## src/telegram_filter_pkg.sv

```systemverilog
// Shared constants for the received-telegram filter and packet framer.
// Assumes one 20 MHz clock and a byte-wide link to the host.
package telegram_filter_pkg;

  // Clock and the transmit completion window.
  localparam int unsigned CLK_HZ            = 20_000_000;
  localparam int unsigned TX_WINDOW_MS      = 40;
  localparam int unsigned TX_WINDOW_CYC     = (CLK_HZ / 1000) * TX_WINDOW_MS;
  localparam int unsigned TX_CNT_W          = 20;

  // Filter table geometry.
  localparam int unsigned FILTER_COUNT      = 4;
  localparam int unsigned MAX_DATA          = 16;
  localparam int unsigned DATA_IDX_W        = 4;
  localparam int unsigned POS_W             = 6;

  // Filter type codes.
  localparam logic [7:0]  FTYPE_SENDER_ID   = 8'h00;
  localparam logic [7:0]  FTYPE_TYPE_CODE   = 8'h01;
  localparam logic [7:0]  FTYPE_RSSI        = 8'h02;
  localparam logic [7:0]  FTYPE_DEST_ID     = 8'h03;

  // Filter action codes.
  localparam logic [7:0]  FACT_FWD_FALSE    = 8'h00;
  localparam logic [7:0]  FACT_FWD_TRUE     = 8'h80;
  localparam logic [7:0]  FACT_REP_TRUE     = 8'hC0;
  localparam logic [7:0]  FACT_REP_FALSE    = 8'h40;

  // Repeater mode that enables filter-controlled repeating.
  localparam logic [1:0]  REP_MODE_SELECTIVE = 2'h2;

  // Packet framing.
  localparam logic [7:0]  SYNC_BYTE         = 8'h55;
  localparam logic [7:0]  PTYPE_RADIO       = 8'h01;
  localparam logic [7:0]  PTYPE_RESPONSE    = 8'h02;
  localparam logic [7:0]  PTYPE_EVENT       = 8'h04;
  localparam logic [7:0]  RADIO_OPT_LEN     = 8'h07;
  localparam logic [7:0]  success_return_code     = 8'h00;
  localparam logic [7:0]  transmit_complete_event = 8'h08;
  localparam logic [7:0]  CRC_POLY          = 8'h07;
  localparam logic [7:0]  CRC_INIT          = 8'h00;
  localparam logic [7:0]  BROADCAST_BYTE    = 8'hFF;
  localparam logic [POS_W-1:0] POS_HDR_CRC  = 6'd5;
  localparam logic [POS_W-1:0] POS_DATA     = 6'd6;

  // Register map, byte addresses.
  localparam logic [7:0]  CTRL_ADDR         = 8'h00;
  localparam logic [7:0]  STATUS_ADDR       = 8'h04;
  localparam logic [7:0]  FILT_BASE_ADDR    = 8'h20;
  localparam int unsigned CTRL_REP_LSB      = 0;
  localparam int unsigned CTRL_WAIT_BIT     = 8;
  localparam int unsigned FILT_EN_BIT       = 16;
  localparam logic [1:0]  CTRL_REP_RESET    = 2'h0;

  // Sender packet kinds.
  typedef enum logic [1:0] {
    KIND_RADIO = 2'b00,
    KIND_RESP  = 2'b01,
    KIND_EVENT = 2'b11
  } pkt_kind_e;

  // Receive path states, Gray along the usual path.
  typedef enum logic [1:0] {
    RX_IDLE    = 2'b00,
    RX_COLLECT = 2'b01,
    RX_DECIDE  = 2'b11,
    RX_HOLD    = 2'b10
  } rx_state_e;

endpackage

```

## src/filter_match.sv

```systemverilog
// One filter entry: evaluates its condition and the resulting action.
// Assumes telegram attributes are stable while the decision is sampled.
module filter_match
  import telegram_filter_pkg::*;
(
  // Entry contents.
  input  wire logic        enable_in,
  input  wire logic [7:0]  ftype_in,
  input  wire logic [31:0] fvalue_in,
  input  wire logic [7:0]  action_in,
  // Telegram attributes.
  input  wire logic [31:0] sender_id_in,
  input  wire logic [7:0]  telegram_type_code_in,
  input  wire logic [7:0]  rssi_in,
  input  wire logic [31:0] dest_id_in,
  // Decision.
  output logic             active_out,
  output logic             forward_out,
  output logic             repeat_out
);

  logic cond;
  logic type_ok;

  // Condition per filter type; unknown types leave the entry inactive.
  always_comb begin
    type_ok = 1'b1;
    unique case (ftype_in)
      FTYPE_SENDER_ID: cond = (sender_id_in == fvalue_in);
      FTYPE_TYPE_CODE: cond = (32'(telegram_type_code_in) == fvalue_in);
      // Stronger signal has a smaller magnitude, so weaker or equal is >=.
      FTYPE_RSSI:      cond = (32'(rssi_in) >= fvalue_in);
      FTYPE_DEST_ID:   cond = (dest_id_in == fvalue_in);
      default:         {cond, type_ok} = 2'b00;
    endcase
  end

  // Action decode; repeating is only granted with forwarding.
  always_comb begin
    active_out  = enable_in & type_ok;
    forward_out = 1'b0;
    repeat_out  = 1'b0;
    unique case (action_in)
      FACT_FWD_FALSE: forward_out = ~cond;
      FACT_FWD_TRUE:  forward_out = cond;
      FACT_REP_TRUE:  {forward_out, repeat_out} = {2{cond}};
      FACT_REP_FALSE: {forward_out, repeat_out} = {2{~cond}};
      default: active_out = 1'b0;
    endcase
    if (!active_out) begin
      forward_out = 1'b0;
      repeat_out  = 1'b0;
    end
  end

endmodule

```

## src/rx_telegram_filter_forwarder.sv

```systemverilog
// Received-telegram filter, packet framer and host transmit handshake.
// Assumes radio bytes arrive synchronous to clk_in and the host
// takes a byte at each edge with link_ready_in high.

module rx_telegram_filter_forwarder
  import telegram_filter_pkg::*;
#(
  parameter int unsigned TX_WINDOW_CYCLES = TX_WINDOW_CYC
)(
  // Clock and reset.
  input  wire logic        clk_in,
  input  wire logic        reset_n_in,
  // Register port.
  input  wire logic [7:0]  reg_addr_in,
  input  wire logic [31:0] reg_wdata_in,
  input  wire logic        reg_wr_in,
  input  wire logic        reg_rd_in,
  output logic [31:0]      reg_rdata_out,
  // Received telegram from the radio.
  input  wire logic        rx_start_in,
  input  wire logic [31:0] rx_sender_id_in,
  input  wire logic [31:0] rx_dest_id_in,
  input  wire logic [7:0]  rx_rssi_in,
  input  wire logic [7:0]  rx_subtel_in,
  input  wire logic [7:0]  rx_security_in,
  input  wire logic        rx_byte_valid_in,
  input  wire logic [7:0]  rx_byte_in,
  input  wire logic        rx_byte_is_check_in,
  input  wire logic        rx_end_in,
  output logic             rx_ready_out,
  // Host transmit requests and radio transmitter.
  input  wire logic        host_tx_req_in,
  output logic             host_tx_ready_out,
  output logic             radio_tx_start_out,
  output logic             radio_repeat_out,
  input  wire logic        radio_tx_done_in,
  // Byte link to the host.
  output logic [7:0]       link_data_out,
  output logic             link_valid_out,
  input  wire logic        link_ready_in
);

  // One CRC-8 step over a whole byte.
  function automatic logic [7:0] crc8_step(input logic [7:0] crc, input logic [7:0] data);
    logic [7:0] c;
    c = crc ^ data;
    for (int i = 0; i < 8; i++) begin
      c = c[7] ? ((c << 1) ^ CRC_POLY) : (c << 1);
    end
    return c;
  endfunction

  // Control and filter table.
  logic [1:0]  repeater_mode_select_reg;
  logic        wait_maturity_reg;
  logic        filt_en_reg     [FILTER_COUNT];
  logic [7:0]  filt_type_reg   [FILTER_COUNT];
  logic [7:0]  filt_action_reg [FILTER_COUNT];
  logic [31:0] filt_value_reg  [FILTER_COUNT];
  logic [31:0] reg_rdata_reg;
  logic [7:0]  fwd_count_reg;

  // Received telegram.
  rx_state_e   rx_state_reg;
  logic [7:0]  data_reg [MAX_DATA];
  logic [7:0]  dlen_reg;
  logic [31:0] sender_reg;
  logic [31:0] dest_reg;
  logic [7:0]  rssi_reg;
  logic [7:0]  subtel_count_reg;
  logic [7:0]  security_reg;
  logic        overflow_reg;

  // Sender and transmit tracking.
  logic        rx_pend_reg;
  logic        resp_pend_reg;
  logic        event_pend_reg;
  logic        snd_busy_reg;
  pkt_kind_e   snd_kind_reg;
  logic [POS_W-1:0] pos_reg;
  logic [7:0]  crc_reg;
  logic [7:0]  out_byte_reg;
  logic [7:0]  dlen_send_reg;
  logic        radio_busy_reg;
  logic [TX_CNT_W-1:0] tx_cnt_reg;
  logic        radio_tx_start_reg;
  logic        radio_repeat_reg;

  // Filter decisions.
  logic [FILTER_COUNT-1:0] f_active;
  logic [FILTER_COUNT-1:0] f_forward;
  logic [FILTER_COUNT-1:0] f_repeat;
  logic        decide_fwd;
  logic        decide_rep;

  logic        wr_filt;
  logic [1:0]  filt_idx;
  logic        accept;
  logic        start_send;
  pkt_kind_e   start_kind;
  logic [POS_W-1:0] last_pos;
  logic [7:0]  opt_len;
  logic [7:0]  crc_acc;
  logic [POS_W-1:0] pos_next;
  logic [7:0]  byte_next;
  logic        tx_done_evt;
  logic        snd_done;

  assign wr_filt  = (reg_addr_in[7:5] == FILT_BASE_ADDR[7:5]);
  assign filt_idx = reg_addr_in[4:3];

  // Control register writes.
  always_ff @(posedge clk_in or negedge reset_n_in) begin
    if (!reset_n_in) begin
      repeater_mode_select_reg <= CTRL_REP_RESET;
      wait_maturity_reg        <= 1'b0;
    end else if (reg_wr_in && reg_addr_in == CTRL_ADDR) begin
      repeater_mode_select_reg <= reg_wdata_in[CTRL_REP_LSB +: 2];
      wait_maturity_reg        <= reg_wdata_in[CTRL_WAIT_BIT];
    end
  end

  // Filter table writes; an entry is two words, control then value.
  always_ff @(posedge clk_in or negedge reset_n_in) begin
    if (!reset_n_in) begin
      for (int i = 0; i < FILTER_COUNT; i++) begin
        filt_en_reg[i]     <= 1'b0;
        filt_type_reg[i]   <= 8'h00;
        filt_action_reg[i] <= 8'h00;
        filt_value_reg[i]  <= 32'h00000000;
      end
    end else if (reg_wr_in && wr_filt) begin
      if (!reg_addr_in[2]) begin
        filt_en_reg[filt_idx]     <= reg_wdata_in[FILT_EN_BIT];
        filt_action_reg[filt_idx] <= reg_wdata_in[15:8];
        filt_type_reg[filt_idx]   <= reg_wdata_in[7:0];
      end else begin
        filt_value_reg[filt_idx]  <= reg_wdata_in;
      end
    end
  end

  // Read data stands only in the cycle after the strobe; unmapped reads zero.
  always_ff @(posedge clk_in or negedge reset_n_in) begin
    if (!reset_n_in) begin
      reg_rdata_reg <= 32'h00000000;
    end else if (!reg_rd_in) begin
      reg_rdata_reg <= 32'h00000000;
    end else if (reg_addr_in == CTRL_ADDR) begin
      reg_rdata_reg <= {23'h000000, wait_maturity_reg, 6'h00, repeater_mode_select_reg};
    end else if (reg_addr_in == STATUS_ADDR) begin
      reg_rdata_reg <= {16'h0000, fwd_count_reg, 4'h0, overflow_reg, radio_busy_reg,
                        snd_busy_reg, (rx_state_reg != RX_IDLE)};
    end else if (wr_filt && !reg_addr_in[2]) begin
      reg_rdata_reg <= {15'h0000, filt_en_reg[filt_idx], filt_action_reg[filt_idx],
                        filt_type_reg[filt_idx]};
    end else if (wr_filt) begin
      reg_rdata_reg <= filt_value_reg[filt_idx];
    end else begin
      reg_rdata_reg <= 32'h00000000;
    end
  end
  assign reg_rdata_out = reg_rdata_reg;

  // One evaluator per table entry.
  for (genvar g = 0; g < FILTER_COUNT; g++) begin : g_filt
    filter_match u_match (
      .enable_in             (filt_en_reg[g]),
      .ftype_in              (filt_type_reg[g]),
      .fvalue_in             (filt_value_reg[g]),
      .action_in             (filt_action_reg[g]),
      .sender_id_in          (sender_reg),
      .telegram_type_code_in (data_reg[0]),
      .rssi_in               (rssi_reg),
      .dest_id_in            (dest_reg),
      .active_out            (f_active[g]),
      .forward_out           (f_forward[g]),
      .repeat_out            (f_repeat[g])
    );
  end

  // Entries combine by OR; an empty table passes everything and repeats nothing.
  assign decide_fwd = (f_active == '0) ? 1'b1 : (|f_forward);
  assign decide_rep = decide_fwd & (|f_repeat)
                    & (repeater_mode_select_reg == REP_MODE_SELECTIVE);

  // Receive sequencing; the single buffer is held until its packet leaves.
  always_ff @(posedge clk_in or negedge reset_n_in) begin
    if (!reset_n_in) begin
      rx_state_reg <= RX_IDLE;
    end else begin
      unique case (rx_state_reg)
        RX_IDLE:    if (rx_start_in) rx_state_reg <= RX_COLLECT;
        RX_COLLECT: if (rx_end_in) rx_state_reg <= RX_DECIDE;
        RX_DECIDE:  rx_state_reg <= decide_fwd ? RX_HOLD : RX_IDLE;
        RX_HOLD:    if (snd_done && snd_kind_reg == KIND_RADIO) rx_state_reg <= RX_IDLE;
      endcase
    end
  end
  assign rx_ready_out = (rx_state_reg == RX_IDLE);

  // Telegram capture; check bytes are dropped and excess bytes flag overflow.
  always_ff @(posedge clk_in or negedge reset_n_in) begin
    if (!reset_n_in) begin
      for (int i = 0; i < MAX_DATA; i++) data_reg[i] <= 8'h00;
      dlen_reg         <= 8'h00;
      sender_reg       <= 32'h00000000;
      dest_reg         <= 32'h00000000;
      rssi_reg         <= 8'h00;
      subtel_count_reg <= 8'h00;
      security_reg     <= 8'h00;
      overflow_reg     <= 1'b0;
    end else if (rx_state_reg == RX_IDLE && rx_start_in) begin
      dlen_reg         <= 8'h00;
      sender_reg       <= rx_sender_id_in;
      dest_reg         <= rx_dest_id_in;
      rssi_reg         <= rx_rssi_in;
      subtel_count_reg <= wait_maturity_reg ? rx_subtel_in : 8'h00;
      security_reg     <= rx_security_in;
      overflow_reg     <= 1'b0;
    end else if (rx_state_reg == RX_COLLECT && rx_byte_valid_in && !rx_byte_is_check_in) begin
      if (dlen_reg < 8'(MAX_DATA)) begin
        data_reg[dlen_reg[DATA_IDX_W-1:0]] <= rx_byte_in;
        dlen_reg <= dlen_reg + 8'h01;
      end else begin
        overflow_reg <= 1'b1;
      end
    end
  end

  // Pending packet flags; a new request in the cycle it is taken stays pending.
  always_ff @(posedge clk_in or negedge reset_n_in) begin
    if (!reset_n_in) begin
      rx_pend_reg    <= 1'b0;
      resp_pend_reg  <= 1'b0;
      event_pend_reg <= 1'b0;
    end else begin
      rx_pend_reg    <= (rx_state_reg == RX_DECIDE && decide_fwd) |
                        (rx_pend_reg & ~(start_send && start_kind == KIND_RADIO));
      resp_pend_reg  <= (host_tx_req_in & host_tx_ready_out) |
                        (resp_pend_reg & ~(start_send && start_kind == KIND_RESP));
      event_pend_reg <= tx_done_evt |
                        (event_pend_reg & ~(start_send && start_kind == KIND_EVENT));
    end
  end

  // Radio transmitter; the completion event falls back to the window bound.
  assign tx_done_evt = radio_busy_reg &
                       (radio_tx_done_in | (tx_cnt_reg == TX_CNT_W'(TX_WINDOW_CYCLES - 1)));
  assign host_tx_ready_out = ~radio_busy_reg & ~resp_pend_reg;
  always_ff @(posedge clk_in or negedge reset_n_in) begin
    if (!reset_n_in) begin
      radio_busy_reg     <= 1'b0;
      tx_cnt_reg         <= '0;
      radio_tx_start_reg <= 1'b0;
    end else begin
      radio_tx_start_reg <= host_tx_req_in & host_tx_ready_out;
      if (host_tx_req_in && host_tx_ready_out) begin
        radio_busy_reg <= 1'b1;
        tx_cnt_reg     <= '0;
      end else if (tx_done_evt) begin
        radio_busy_reg <= 1'b0;
      end else if (radio_busy_reg) begin
        tx_cnt_reg <= tx_cnt_reg + 1'b1;
      end
    end
  end
  assign radio_tx_start_out = radio_tx_start_reg;

  // Repeat pulse and forwarded-telegram counter.
  always_ff @(posedge clk_in or negedge reset_n_in) begin
    if (!reset_n_in) begin
      radio_repeat_reg <= 1'b0;
      fwd_count_reg    <= 8'h00;
    end else begin
      radio_repeat_reg <= (rx_state_reg == RX_DECIDE) & decide_rep;
      if (rx_state_reg == RX_DECIDE && decide_fwd) fwd_count_reg <= fwd_count_reg + 8'h01;
    end
  end
  assign radio_repeat_out = radio_repeat_reg;

  // Sender arbitration: responses first so the reply is immediate.
  always_comb begin
    start_send = ~snd_busy_reg & (resp_pend_reg | event_pend_reg | rx_pend_reg);
    if (resp_pend_reg)       start_kind = KIND_RESP;
    else if (event_pend_reg) start_kind = KIND_EVENT;
    else                     start_kind = KIND_RADIO;
  end

  assign accept   = snd_busy_reg & link_ready_in;
  assign opt_len  = (snd_kind_reg == KIND_RADIO) ? RADIO_OPT_LEN : 8'h00;
  assign last_pos = POS_DATA + POS_W'(dlen_send_reg) + POS_W'(opt_len);
  assign snd_done = accept && (pos_reg == last_pos);
  assign pos_next = pos_reg + 1'b1;
  // Header checksum covers bytes 1..4; data checksum restarts after it.
  assign crc_acc  = (pos_reg == '0 || pos_reg == POS_HDR_CRC) ? CRC_INIT
                  : crc8_step(crc_reg, out_byte_reg);

  // Byte that follows the one being accepted.
  always_comb begin
    logic [POS_W-1:0] d;
    logic [POS_W-1:0] o;
    d = pos_next - POS_DATA;
    o = d - POS_W'(dlen_send_reg);
    byte_next = crc_acc;
    if (pos_next == 6'd1) begin
      byte_next = 8'h00;
    end else if (pos_next == 6'd2) begin
      byte_next = dlen_send_reg;
    end else if (pos_next == 6'd3) begin
      byte_next = opt_len;
    end else if (pos_next == 6'd4) begin
      unique case (snd_kind_reg)
        KIND_RADIO: byte_next = PTYPE_RADIO;
        KIND_RESP:  byte_next = PTYPE_RESPONSE;
        KIND_EVENT: byte_next = PTYPE_EVENT;
        default:    byte_next = 8'h00;
      endcase
    end else if (pos_next == POS_HDR_CRC) begin
      byte_next = crc_acc;
    end else if (d < POS_W'(dlen_send_reg)) begin
      if (snd_kind_reg == KIND_RADIO)      byte_next = data_reg[d[DATA_IDX_W-1:0]];
      else if (snd_kind_reg == KIND_RESP)  byte_next = success_return_code;
      else                                 byte_next = transmit_complete_event;
    end else if (o < POS_W'(opt_len)) begin
      unique case (o)
        6'd0:    byte_next = subtel_count_reg;
        6'd1:    byte_next = dest_reg[31:24];
        6'd2:    byte_next = dest_reg[23:16];
        6'd3:    byte_next = dest_reg[15:8];
        6'd4:    byte_next = dest_reg[7:0];
        6'd5:    byte_next = rssi_reg;
        default: byte_next = security_reg;
      endcase
    end
  end

  // Data length is latched at packet start; short packets carry one byte.
  always_ff @(posedge clk_in or negedge reset_n_in) begin
    if (!reset_n_in) begin
      snd_busy_reg  <= 1'b0;
      snd_kind_reg  <= KIND_RADIO;
      pos_reg       <= '0;
      crc_reg       <= CRC_INIT;
      out_byte_reg  <= 8'h00;
      dlen_send_reg <= 8'h00;
    end else if (start_send) begin
      snd_busy_reg <= 1'b1;
      snd_kind_reg <= start_kind;
      pos_reg      <= '0;
      crc_reg      <= CRC_INIT;
      out_byte_reg <= SYNC_BYTE;
      dlen_send_reg <= (start_kind == KIND_RADIO) ? dlen_reg : 8'h01;
    end else if (snd_done) begin
      snd_busy_reg <= 1'b0;
    end else if (accept) begin
      pos_reg      <= pos_next;
      crc_reg      <= crc_acc;
      out_byte_reg <= byte_next;
    end
  end

  assign link_valid_out = snd_busy_reg;
  assign link_data_out  = out_byte_reg;

endmodule

```

## config.mk

```make
export PLATFORM = sky130hd
export DESIGN_NAME = rx_telegram_filter_forwarder
export DESIGN_NICKNAME = d
export VERILOG_FILES = /design/src/telegram_filter_pkg.sv /design/src/filter_match.sv /design/src/rx_telegram_filter_forwarder.sv
export SDC_FILE = /design/constraint.sdc
export NUM_CORES = 1
export LEC_CHECK = 0
export ABC_AREA = 1
export BUFFER_PORTS_ARGS = -buffer_cell sky130_fd_sc_hd__buf_2
export CAP_MARGIN = 10
export CORE_AREA = 5 5 239 241
export CTS_CLUSTER_SIZE = 14
export DETAILED_ROUTE_END_ITERATION = 10
export DIE_AREA = 0 0 244 246
export PLACE_DENSITY = 0.73
export SLEW_MARGIN = 20
export SYNTH_ARGS = -nofsm -noshare
export SYNTH_HDL_FRONTEND = slang
export SYNTH_SLANG_ARGS = --single-unit
```

## constraint.sdc

```tcl
create_clock -name clk_in -period 5.15 [get_ports clk_in]
set_input_delay 0.7725 -clock clk_in [delete_from_list [all_inputs] [get_ports clk_in]]
set_output_delay 0.7725 -clock clk_in [all_outputs]
set_load 0.1 [all_outputs]
```

==> Word-level counts from Yosys, hierarchy flattened <==
Cells that the tools add are included.
W data, S select, Z words.
{ "classes": {"addsub": 8, "magnitude_cmp": 12, "n_eq_ne": 65, "muxes": 114, "bitwise": 45, "n_reduce_logical": 66} }
{ "op_table": {"columns": ["cell", "n"], "rows": [
  ["$bwmux W128", 2],
  ["$eq A32 B32 Y1", 8],
  ["$mux W32", 8],
  ["$mux W8", 28],
  ["$eq A8 B32 Y1", 4],
  ["$ge A8 B32 Y1", 4],
  ["$logic_not A8 Y1", 9],
  ["$bmux W32 S2", 1],
  ["$bwmux W32", 2],
  ["$demux W32 S2", 1],
  ["$eq A8 B2 Y1 const B", 8],
  ["$eq A8 B8 Y1 const B", 8],
  ["$mux W20", 3],
  ["$pmux W8 S6", 1],
  ["$reduce_or A4 Y1", 10],
  ["$bmux W8 S2", 2],
  ["$bmux W8 S4", 1],
  ["$demux W8 S4", 1],
  ["$eq A8 B1 Y1 const B", 4],
  ["$eq A8 B7 Y1 const B", 4],
  ["$eq A6 B3 Y1 const B", 5],
  ["$mux W1", 27],
  ["$mux W3", 9],
  ["$eq A6 B2 Y1 const B", 4],
  ["51 further kinds", 156]
]} }
{ "word_totals": {"reg_bits": 525, "inputBits": 147} }

==> Longest topological paths before layout <==
Gate-level depths: netlist of the first run.
{ "depth": {"word_depth": 28, "ltp_mapped": 32, "depth_no_buf": 28} }

==> Hierarchy <==
From an unflattened synthesis of the first run, not the netlist that was laid out.
{ "hier_totals": {"cells_unflattened": 4037, "area_unflattened_um2": 31443.9} }
{ "modules_own_cells": {"columns": ["module", "instances", "cells_each", "area_per_inst_um2", "seq_area_each_um2"], "rows": [
  ["rx_telegram_filter_forwarder", 1, 2665, 24116.9, 13137.6],
  ["filter_match", 4, 343, 1831.8, 0.0]
]} }

==> Worst setup path after synthesis of the first run <==
Ideal clock, no wire load.
{ "synth_timing": {"path_kind": "register to register", "startpoint": "register pos_reg[0]", "endpoint": "register out_byte_reg[2] (netlist: link_data_out[2])", "arrival_ps": 4617, "setup_slack_ps": 399, "path_stages_with_launch": 29, "period_less_slack_ps": 4751, "cell_sequence": "dfrtp_1 > inv_1 > clkbuf_1 > clkbuf_1 > ha_1 > clkbuf_1 > inv_1 > clkbuf_1 > buf_1 > o21ai_0 > xor2_1 > ha_1 > a21oi_1 > nand2_1 > nand2_1 > nand3_1 > nor2_1 > inv_1 > clkbuf_1 > a31oi_1 > nand2_1 > nand2_1 > nand2_1 > nand2_1 > nand2_1 > nand2_1 > nand2_1 > nand2_1 > a21oi_1"} }
{ "synth_via": {"elab_chain_cells": 16, "elab_cells_between_ends": 40, "classes_between": "add/sub (3); order compare (2); eq/ne (13); mux (16); bitwise (1); reduce/logical (5)"} }
{ "synth_rtl": {"columns": ["item", "line_no", "text"], "rows": [
  ["from (decl)", "rx_telegram_filter_forwarder.sv:80", "logic [POS_W-1:0] pos_reg;"],
  ["from (signal assigned)", "rx_telegram_filter_forwarder.sv:357", "pos_reg <= pos_next;"],
  ["branches (longest 16 deep; another with $add A6 B1 Y6)", null, null],
  ["to (signal assigned)", "rx_telegram_filter_forwarder.sv:359", "out_byte_reg <= byte_next;"],
  ["to (decl)", "rx_telegram_filter_forwarder.sv:82", "logic [7:0] out_byte_reg;"]
]} }
Parallel ways; which one is timed is not known. The select of a mux whose other input is x is not followed.
A chain may end at the register's enable or synchronous reset.

==> Worst setup path in the final report of the first run <==
{ "layout_timing": {"startpoint": "register snd_kind_reg[0]", "endpoint": "register out_byte_reg[1] (netlist: link_data_out[1])"} }
{ "layout_via": {"elab_chain_cells": 13, "elab_cells_between_ends": 22, "classes_between": "add/sub (1); order compare (1); eq/ne (4); mux (13); reduce/logical (3)"} }
{ "layout_rtl": {"columns": ["item", "line_no", "text"], "rows": [
  ["from (decl)", "rx_telegram_filter_forwarder.sv:79", "pkt_kind_e snd_kind_reg;"],
  ["from (signal assigned)", "rx_telegram_filter_forwarder.sv:349", "snd_kind_reg <= start_kind;"],
  ["$logic_not A2 Y1", "rx_telegram_filter_forwarder.sv:291, rx_telegram_filter_forwarder.sv:313, rx_telegram_filter_forwarder.sv:322", null],
  ["$mux W3", "rx_telegram_filter_forwarder.sv:291", "assign opt_len = (snd_kind_reg == KIND_RADIO) ? RADIO_OPT_LEN : 8'h00;"],
  ["$lt A6 B3 Y1", "rx_telegram_filter_forwarder.sv:325", "end else if (o < POS_W'(opt_len)) begin"],
  ["$mux W8", "rx_telegram_filter_forwarder.sv:325", null],
  ["$mux W8", "rx_telegram_filter_forwarder.sv:321", "end else if (d < POS_W'(dlen_send_reg)) begin"],
  ["$mux W8", "rx_telegram_filter_forwarder.sv:319", "end else if (pos_next == POS_HDR_CRC) begin"],
  ["$mux W8", "rx_telegram_filter_forwarder.sv:312", "end else if (pos_next == 6'd4) begin"],
  ["$mux W8", "rx_telegram_filter_forwarder.sv:310", "end else if (pos_next == 6'd3) begin"],
  ["$mux W8", "rx_telegram_filter_forwarder.sv:308", "end else if (pos_next == 6'd2) begin"],
  ["$mux W8", "rx_telegram_filter_forwarder.sv:306", "if (pos_next == 6'd1) begin"],
  ["$mux W8", "rx_telegram_filter_forwarder.sv:356", "end else if (accept) begin"],
  ["$mux W8", "rx_telegram_filter_forwarder.sv:354", "end else if (snd_done) begin"],
  ["$mux W8", "rx_telegram_filter_forwarder.sv:347", "end else if (start_send) begin"]
]} }
Several ways; a longest one is shown, not always the timed one. The select of a mux whose other input is x is not followed.

==> reports/metrics.cfg, run 1 <==
[final_layout]
multi_input_area_mm2 = 0.01447
nFillCells = 5074
postLayoutCoreUtil = 0.6134
area_delta_synth_final_pct = 12.44
finalNetCount = 4401
register_area_mm2 = 0.01314
fin_area_mm2 = 0.03353
layout-drive-gt1-share = 0.09436

[floorplanning]
rows = 86
ios = 192
initial_utilization = 0.5455
die_h_um = 246
die_x_um = 244
design.core.area_mm2 = 0.05466
dieArea_mm2 = 0.06002

[setup_path]
r2r_cells = 19
cp-end-kind = register
path_class = reg -> reg
path_delay_family = simple AND/OR/NAND/NOR gates
path_cells = inv_1 > nand2_1 > inv_1 > ha_1 > ha_1 > inv_1 > fa_1 > or2_2 > nand2_1 > xor2_1 > a2111oi_0 > nand3b_1 > o21ai_0 > nor2_1 > inv_1 > nor2_1 > o21a_1 > nand2_1 > nand2_1
crit_buf_inv = 4
cp.depth = 19
critPathLaunchType = register
reg2reg_from = snd_kind_reg[0]$_DFFE_PN0P_
crit_slowest_cell = nor2_1
r2r_setup_slack_ns = 0.85
crit_arrival_ns = 4.88
critPathRequiredTime_ns = 5.73
slowest_delay_ns = 0.45
crit_start = snd_kind_reg[0]$_DFFE_PN0P_
reg2reg_to = link_data_out[1]$_DFFE_PN0P_
cp_max_fo = 12
endpoint = link_data_out[1]$_DFFE_PN0P_

[sta]
slew_headroom = 0.2822
worst_pin_slew_ns = 1.074
finalMaxSlewViolations = 0
fin_crit_sh = 0.8343
fin_crit_ns = 4.297
setup_viol = 0
hold_viol = 0
fmax_mhz = 232.7
tns_ns = 0
fin_skew_ns = 0.02440
rsz0062_at_grt = no

[cts]
clk-insertion-delay-late_ns = 0.65
clk_pin_slew_worst_paths_ns = 0.06
cts_tree = yes
numCtsBuffers = 57
cts_hold_buf = 0
cts-root-buf = clkbuf_16
cts.path.max_buffers = 3
cts_setup_buffers = 0
clock_sinks = 525
cts_max_level = 2
cts_resized = 0

[yosys]
syn_inst = 4068
synthArstFlopShare = 1.000
syn_area_mm2 = 0.02982
synth_top_cells_by_count = nand2_1, dfrtp_1, o21ai_0, inv_1, nand3_1
synth.area.top_cells = dfrtp_1, nand2_1, o21ai_0
yosysTopAreaCellShare = 0.4406
synth_flop_cell = dfrtp_1
synth_nets = 4276
synth.yosys.warnings = 0
synth_edf_count = 0
ys_ff_latch = 525
synth.avg_cell_area_um2 = 7.330
yosysMostFrequentCell = nand2_1
synth_top_cell_by_area = dfrtp_1
yosysSeqAreaShare = 0.4406
ys_types = 47

[placed_design]
numPortBuffers = 191
post_dp_cell_area_mm2 = 0.03147
dp.final_hpwl_mm = 79.87
gp_congestion = 1.033

[route]
routed_via_density = 6.051
drt-total-wl_mm = 110.7
drt-initial-drc-count = 4090
post_drt_wl_per_cell_um = 22.39
post-route-drc-count = 0
ant_nets = 0
vias = 29920
first_pass_iters = 6

[min_path]
hold_path.class = in -> async

[global_route]
grt_pass1_vias = 28070
grt_max_degree = 114
overflow = 0
track_usage = 0.3607
grt_pass1_wl_mm = 167.8
antenna_found_initial = 1

[power_and_ir_drop]
power_density_mw_per_mm2 = 583.6
power.leakage_nw = 16.43
max-vdd-ir-drop_mv = 0.6216
total_power_w = 0.01957

[outcome]
outcome = finished clean

[flow_run]
drv_cap = 0

-- power by group --
part | switching [W] | total [W] | internal [W]
Clock | 0.00182 | 0.00449 | 0.00267
Sequential | 0.00122 | 0.00619 | 0.00497
Combinational | 0.00615 | 0.00889 | 0.00274
Total | 0.00919 | 0.0196 | 0.0104
-- area by class of cell --
cell class                      instances  area share
Antenna cell                            1  0.00007464
Multi-Input combinational cell       2959      0.4316
Clock inverter                         28     0.01299
Clock buffer                           77     0.04836
Tap cell                              704     0.02627
Timing Repair Buffer                  248     0.04381
Sequential cell                       525      0.3919
Inverter                              402     0.04504
-- layer usage --
layer,global-route usage,wire [µm],up-vias
met2,0.5537,47960,1820
li1,-,-,13750
met1,0.4869,42950,13900
met3,0.06455,11750,448
met5,0,0,-
met4,0.2038,8015,0
-- worst register-to-register path, cell delays in order (launching register included) --
cell,delay (ns)
dfrtp_1,0.36
inv_1,0.12
nand2_1,0.32
inv_1,0.29
ha_1,0.20
ha_1,0.17
inv_1,0.06
fa_1,0.37
or2_2,0.32
nand2_1,0.08
xor2_1,0.15
a2111oi_0,0.09
nand3b_1,0.21
o21ai_0,0.14
nor2_1,0.45
inv_1,0.36
nor2_1,0.31
o21a_1,0.16
nand2_1,0.05
nand2_1,0.05
-- metrics by stage --
step | instances | worst slack (ns) | hold slack (ns)
finish | 4944 | 0.8534 | 0.2167
detailed placement | 4838 | 0.9372 | 0.4703
CTS | 4943 | 0.9224 | 0.2522
floorplan | 4068 | 0.3987 | 0.4436
global route | 4943 | 0.4296 | 0.2933
global placement | 4838 | 1.025 | 0.4649
-- logic make-up (layout without fill, tap and decap cells) --
group           Yosys count  in the layout  synth area share
xor+xnor                 49             49           0.01439
flops                   525            525            0.4406
simple gates           2011           2011            0.2792
other cells               0              1                 0
mux                      21             21          0.007930
buf+inv                 584            755           0.07578
fa+ha+maj                61             61           0.02610
compound gates          817            817            0.1560
-- placed cells by master (no fill, tap or decap), types with 8 or more instances in the layout --
cell          n
nor2_2        9
o21ai_0     455
a221oi_1     33
o2111ai_1    11
dfrtp_1     524
o21ai_1       9
a21oi_1     133
ha_1         59
nor2_4        8
bufinv_16     9
nand2_1    1328
a31oi_1       9
nor2_1      193
clkbuf_1      8
nor3_1       48
o22ai_1      71
mux2_2       21
o211ai_1     26
nor4_1       25
inv_1       387
xor2_1       33
xnor2_1      16
a32o_1       15
nand4_1      61
a22oi_1      25
o221ai_1     10
clkbuf_16    57
clkinv_2     12
clkinv_1     10
nand3_1     319
clkbuf_8     12
buf_2       190
buf_4        51
-- how the worst min path moves through the flow --
stage                             endpoint  slack, ns  cells past startpoint
2_1_floorplan  security_reg[0]$_DFFE_PN0P_       0.44                      2
3_3_place_gp      data_reg[22]$_DFFE_PN0P_       0.46                      2
3_5_place_dp      data_reg[86]$_DFFE_PN0P_       0.47                      2
4_1_cts        reg_rdata_out[23]$_DFF_PN0_       0.25                      1
5_1_grt        reg_rdata_out[23]$_DFF_PN0_       0.29                      1
6_report       reg_rdata_out[23]$_DFF_PN0_       0.22                      1
Power figures use the tool's default switching activity.
==> inputs of run 2 (changes only) <==
ABC_AREA = 0   (was 1)
CORE_AREA = 5 5 240 242   (was 5 5 239 241)
DIE_AREA = 0 0 245 247   (was 0 0 244 246)
clock period = 4.4 ns   (was 5.15 ns; I/O delays follow)
==> run 2 against run 1 <==
Global-route usage up 11 points. Synthesized area grew 0.26%. Final area grew 2.8%. Wire length increased by 30%. Critical endpoint is now fwd_count_reg[4]$_DFFE_PN0P_.
==> reports/metrics.cfg, run 2 <==
[outcome]
outcome = finished clean

[global_route]
grtUsageMet2 = 0.6778
grt_pass1_vias = 27150
grt.busiest_layer = met2
met3_usage = 0.1591
gr-usage-met1 = 0.6211
grt_max_degree = 104
track_usage = 0.4670
grt_pass1_wl_mm = 202.2
overflow = 0
antenna_found_initial = 9

[sta]
slew_headroom = 0.2419
fin_crit_sh = 0.9657
rsz0062_at_grt = no
finalMaxSlewViolations = 0
hold_viol = 0
fin_crit_ns = 4.249
tns_ns = 0
setup_viol = 0
hold_ws_ns = 0.06194
worst_pin_slew_ns = 1.137
fin_skew_ns = 0.03482
fmax_mhz = 235.3

[setup_path]
slowest_delay_ns = 0.90
path_cells = buf_4 > mux2i_1 > a222oi_1 > a41oi_1 > a2111oi_1 > nand4_1 > o41ai_2 > buf_4 > mux2i_1 > and4_1 > buf_4 > nor3b_1 > xnor2_1
critPathRequiredTime_ns = 4.96
crit_path_frequent_cell = buf_4
path_delay_family = multiplexers
crit_arrival_ns = 4.81
crit_buf_inv = 3
cp-end-kind = register
cp_max_fo = 7
path_class = reg -> reg
critPathLaunchType = register
crit_slowest_cell = mux2i_1

[yosys]
synth.yosys.warnings = 0
synth.area.top_cells = dfrtp_1, mux2_2, mux4_2
yosysTopAreaCellShare = 0.4394
synth_edf_count = 0
synthArstFlopShare = 1.000
yosysMostFrequentCell = dfrtp_1
synth.avg_cell_area_um2 = 10.67
synth_flop_cell = dfrtp_1
syn_inst = 2802
synth_top_cells_by_count = dfrtp_1, nand2_1, mux2_2, inv_1, o21ai_0
ys_types = 82
yosysSeqAreaShare = 0.4394
syn_area_mm2 = 0.02990
ys_ff_latch = 525
synth_top_cell_by_area = dfrtp_1
synth_nets = 3010

[final_layout]
final_common_cell = dfrtp_1
nFillCells = 4143
finalNetCount = 3266
fin_area_mm2 = 0.03445
area_delta_synth_final_pct = 15.23
multi_input_area_mm2 = 0.01574
layout-drive-gt1-share = 0.2885
register_area_mm2 = 0.01314
fin_cells = 3812
most-common-layout-cells = dfrtp_1, nand2_1, mux2_2, buf_2, buf_4

[floorplanning]
die_h_um = 247
ios = 192
dieArea_mm2 = 0.06052
initial_utilization = 0.5448
rows = 86
die_x_um = 245
design.core.area_mm2 = 0.05488

[route]
routed_via_density = 7.208
first_pass_iters = 6
ant_nets = 0
post-route-drc-count = 0
post_drt_wl_per_cell_um = 37.69
vias = 27480
drt-total-wl_mm = 143.7
drt-initial-drc-count = 4665

[cts]
cts_max_level = 2
clk-insertion-delay-late_ns = 0.64
numCtsBuffers = 56
cts_tree = yes
clk_pin_slew_worst_paths_ns = 0.07
clock_sinks = 525
cts-root-buf = clkbuf_16
cts.path.max_buffers = 3

[power_and_ir_drop]
max-vdd-ir-drop_mv = 0.6111
power_density_mw_per_mm2 = 694.9
power.leakage_nw = 15.85

[min_path]
hold_path.class = in -> async

[placed_design]
dp_cells = 3704
gp_congestion = 1.134
post_dp_cell_area_mm2 = 0.03245
dp.final_hpwl_mm = 106.5
numPortBuffers = 191

[flow_run]
drv_cap = 0

run 2: changes by cell type after synthesis, moves of 31 or more:
cell and change:
a21oi_1 -39, nand4_1 -31, nand3_1 -249, mux4_2 +94
o21ai_0 -326, inv_1 -251, nor2b_1 +44, nand2_1 -987
mux2i_1 +45, xnor2_1 +66, nand2b_1 +32, nor2_1 -96
mux2_2 +312
run 2: worst reg2reg max path: cells and delay by family, from the launching register on:
kind	cells	cell delay [ns]
AO/OA/AOI/OAI	4	0.86
buffers and inverters	3	0.66
multiplexers	2	1.04
XOR/XNOR	1	0.17
flip-flops	1	0.65
AND/OR/NAND/NOR	3	0.79
run 2: what timing repair did:
item / 4_1_cts / 5_1_grt
setup buffers: 0 / 0
resized for setup: 0 / 3
setup endpoints to repair: 0 / 3
hold buffers: 0 / 0
run 2: layout make-up:
cell class	count	area share
timing repair buffer	347	0.06356
multi-input combinational	1989	0.4567
tap	704	0.02557
clock buffer	73	0.04576
antenna	6	0.0004358
sequential	525	0.3814
inverter	139	0.01522
clock inverter	29	0.01133
run 2: stage by stage:
step	total power [W]	utilization	worst slack, ns
2_1_floorplan	0.01323	-	0.01988
3_3_place_gp	0.01808	0.5914	0.3347
3_5_place_dp	0.01819	0.5914	0.3248
4_1_cts	0.02329	0.6272	0.2046
5_1_grt	0.02448	0.6275	0.03960
6_report	0.02394	0.6278	0.1509
run 2: final timing paths:
check                      cells after the start                               to  slack (ns)                            start
min in group clk_in                            3       sender_reg[10]$_DFFE_PN0P_        0.22              rx_sender_id_in[10]
min reg2reg                                    2  subtel_count_reg[4]$_DFFE_PN0P_        0.48  subtel_count_reg[4]$_DFFE_PN0P_
max reg2reg                                   13     fwd_count_reg[4]$_DFFE_PN0P_        0.15    filt_type_reg[25]$_DFFE_PN0P_
min                                            1   filt_value_reg[82]$_DFFE_PN0P_        0.06                       reset_n_in
max                                           13     fwd_count_reg[4]$_DFFE_PN0P_        0.15    filt_type_reg[25]$_DFFE_PN0P_
max in group asynchronous                      2    filt_type_reg[13]$_DFFE_PN0P_        3.21                       reset_n_in
run 2: cell families (layout without fill, tap and decap cells):
| logic type | Yosys count | after routing | share of synthesized area |
|---|---|---|---|
| compound gates | 506 | 506 | 0.1133 |
| other cells | 0 | 6 | 0 |
| buf+inv | 288 | 588 | 0.03645 |
| fa+ha+maj | 61 | 61 | 0.02603 |
| xor+xnor | 145 | 145 | 0.04248 |
| flops | 525 | 525 | 0.4394 |
| mux | 473 | 473 | 0.2118 |
| simple gates | 804 | 804 | 0.1305 |
run 2: power breakdown:
part / internal (W) / switching, W
sequential: 0.00567 / 0.00214
combinational: 0.00403 / 0.00703
clock: 0.00291 / 0.00216
run 2: routing by layer:
metal / vias to the layer above / wire length (µm)
met4: 6 / 10720
met1: 13590 / 53150
met2: 2428 / 59800
li1: 10790 / -
met3: 665 / 19970
met5: - / 35
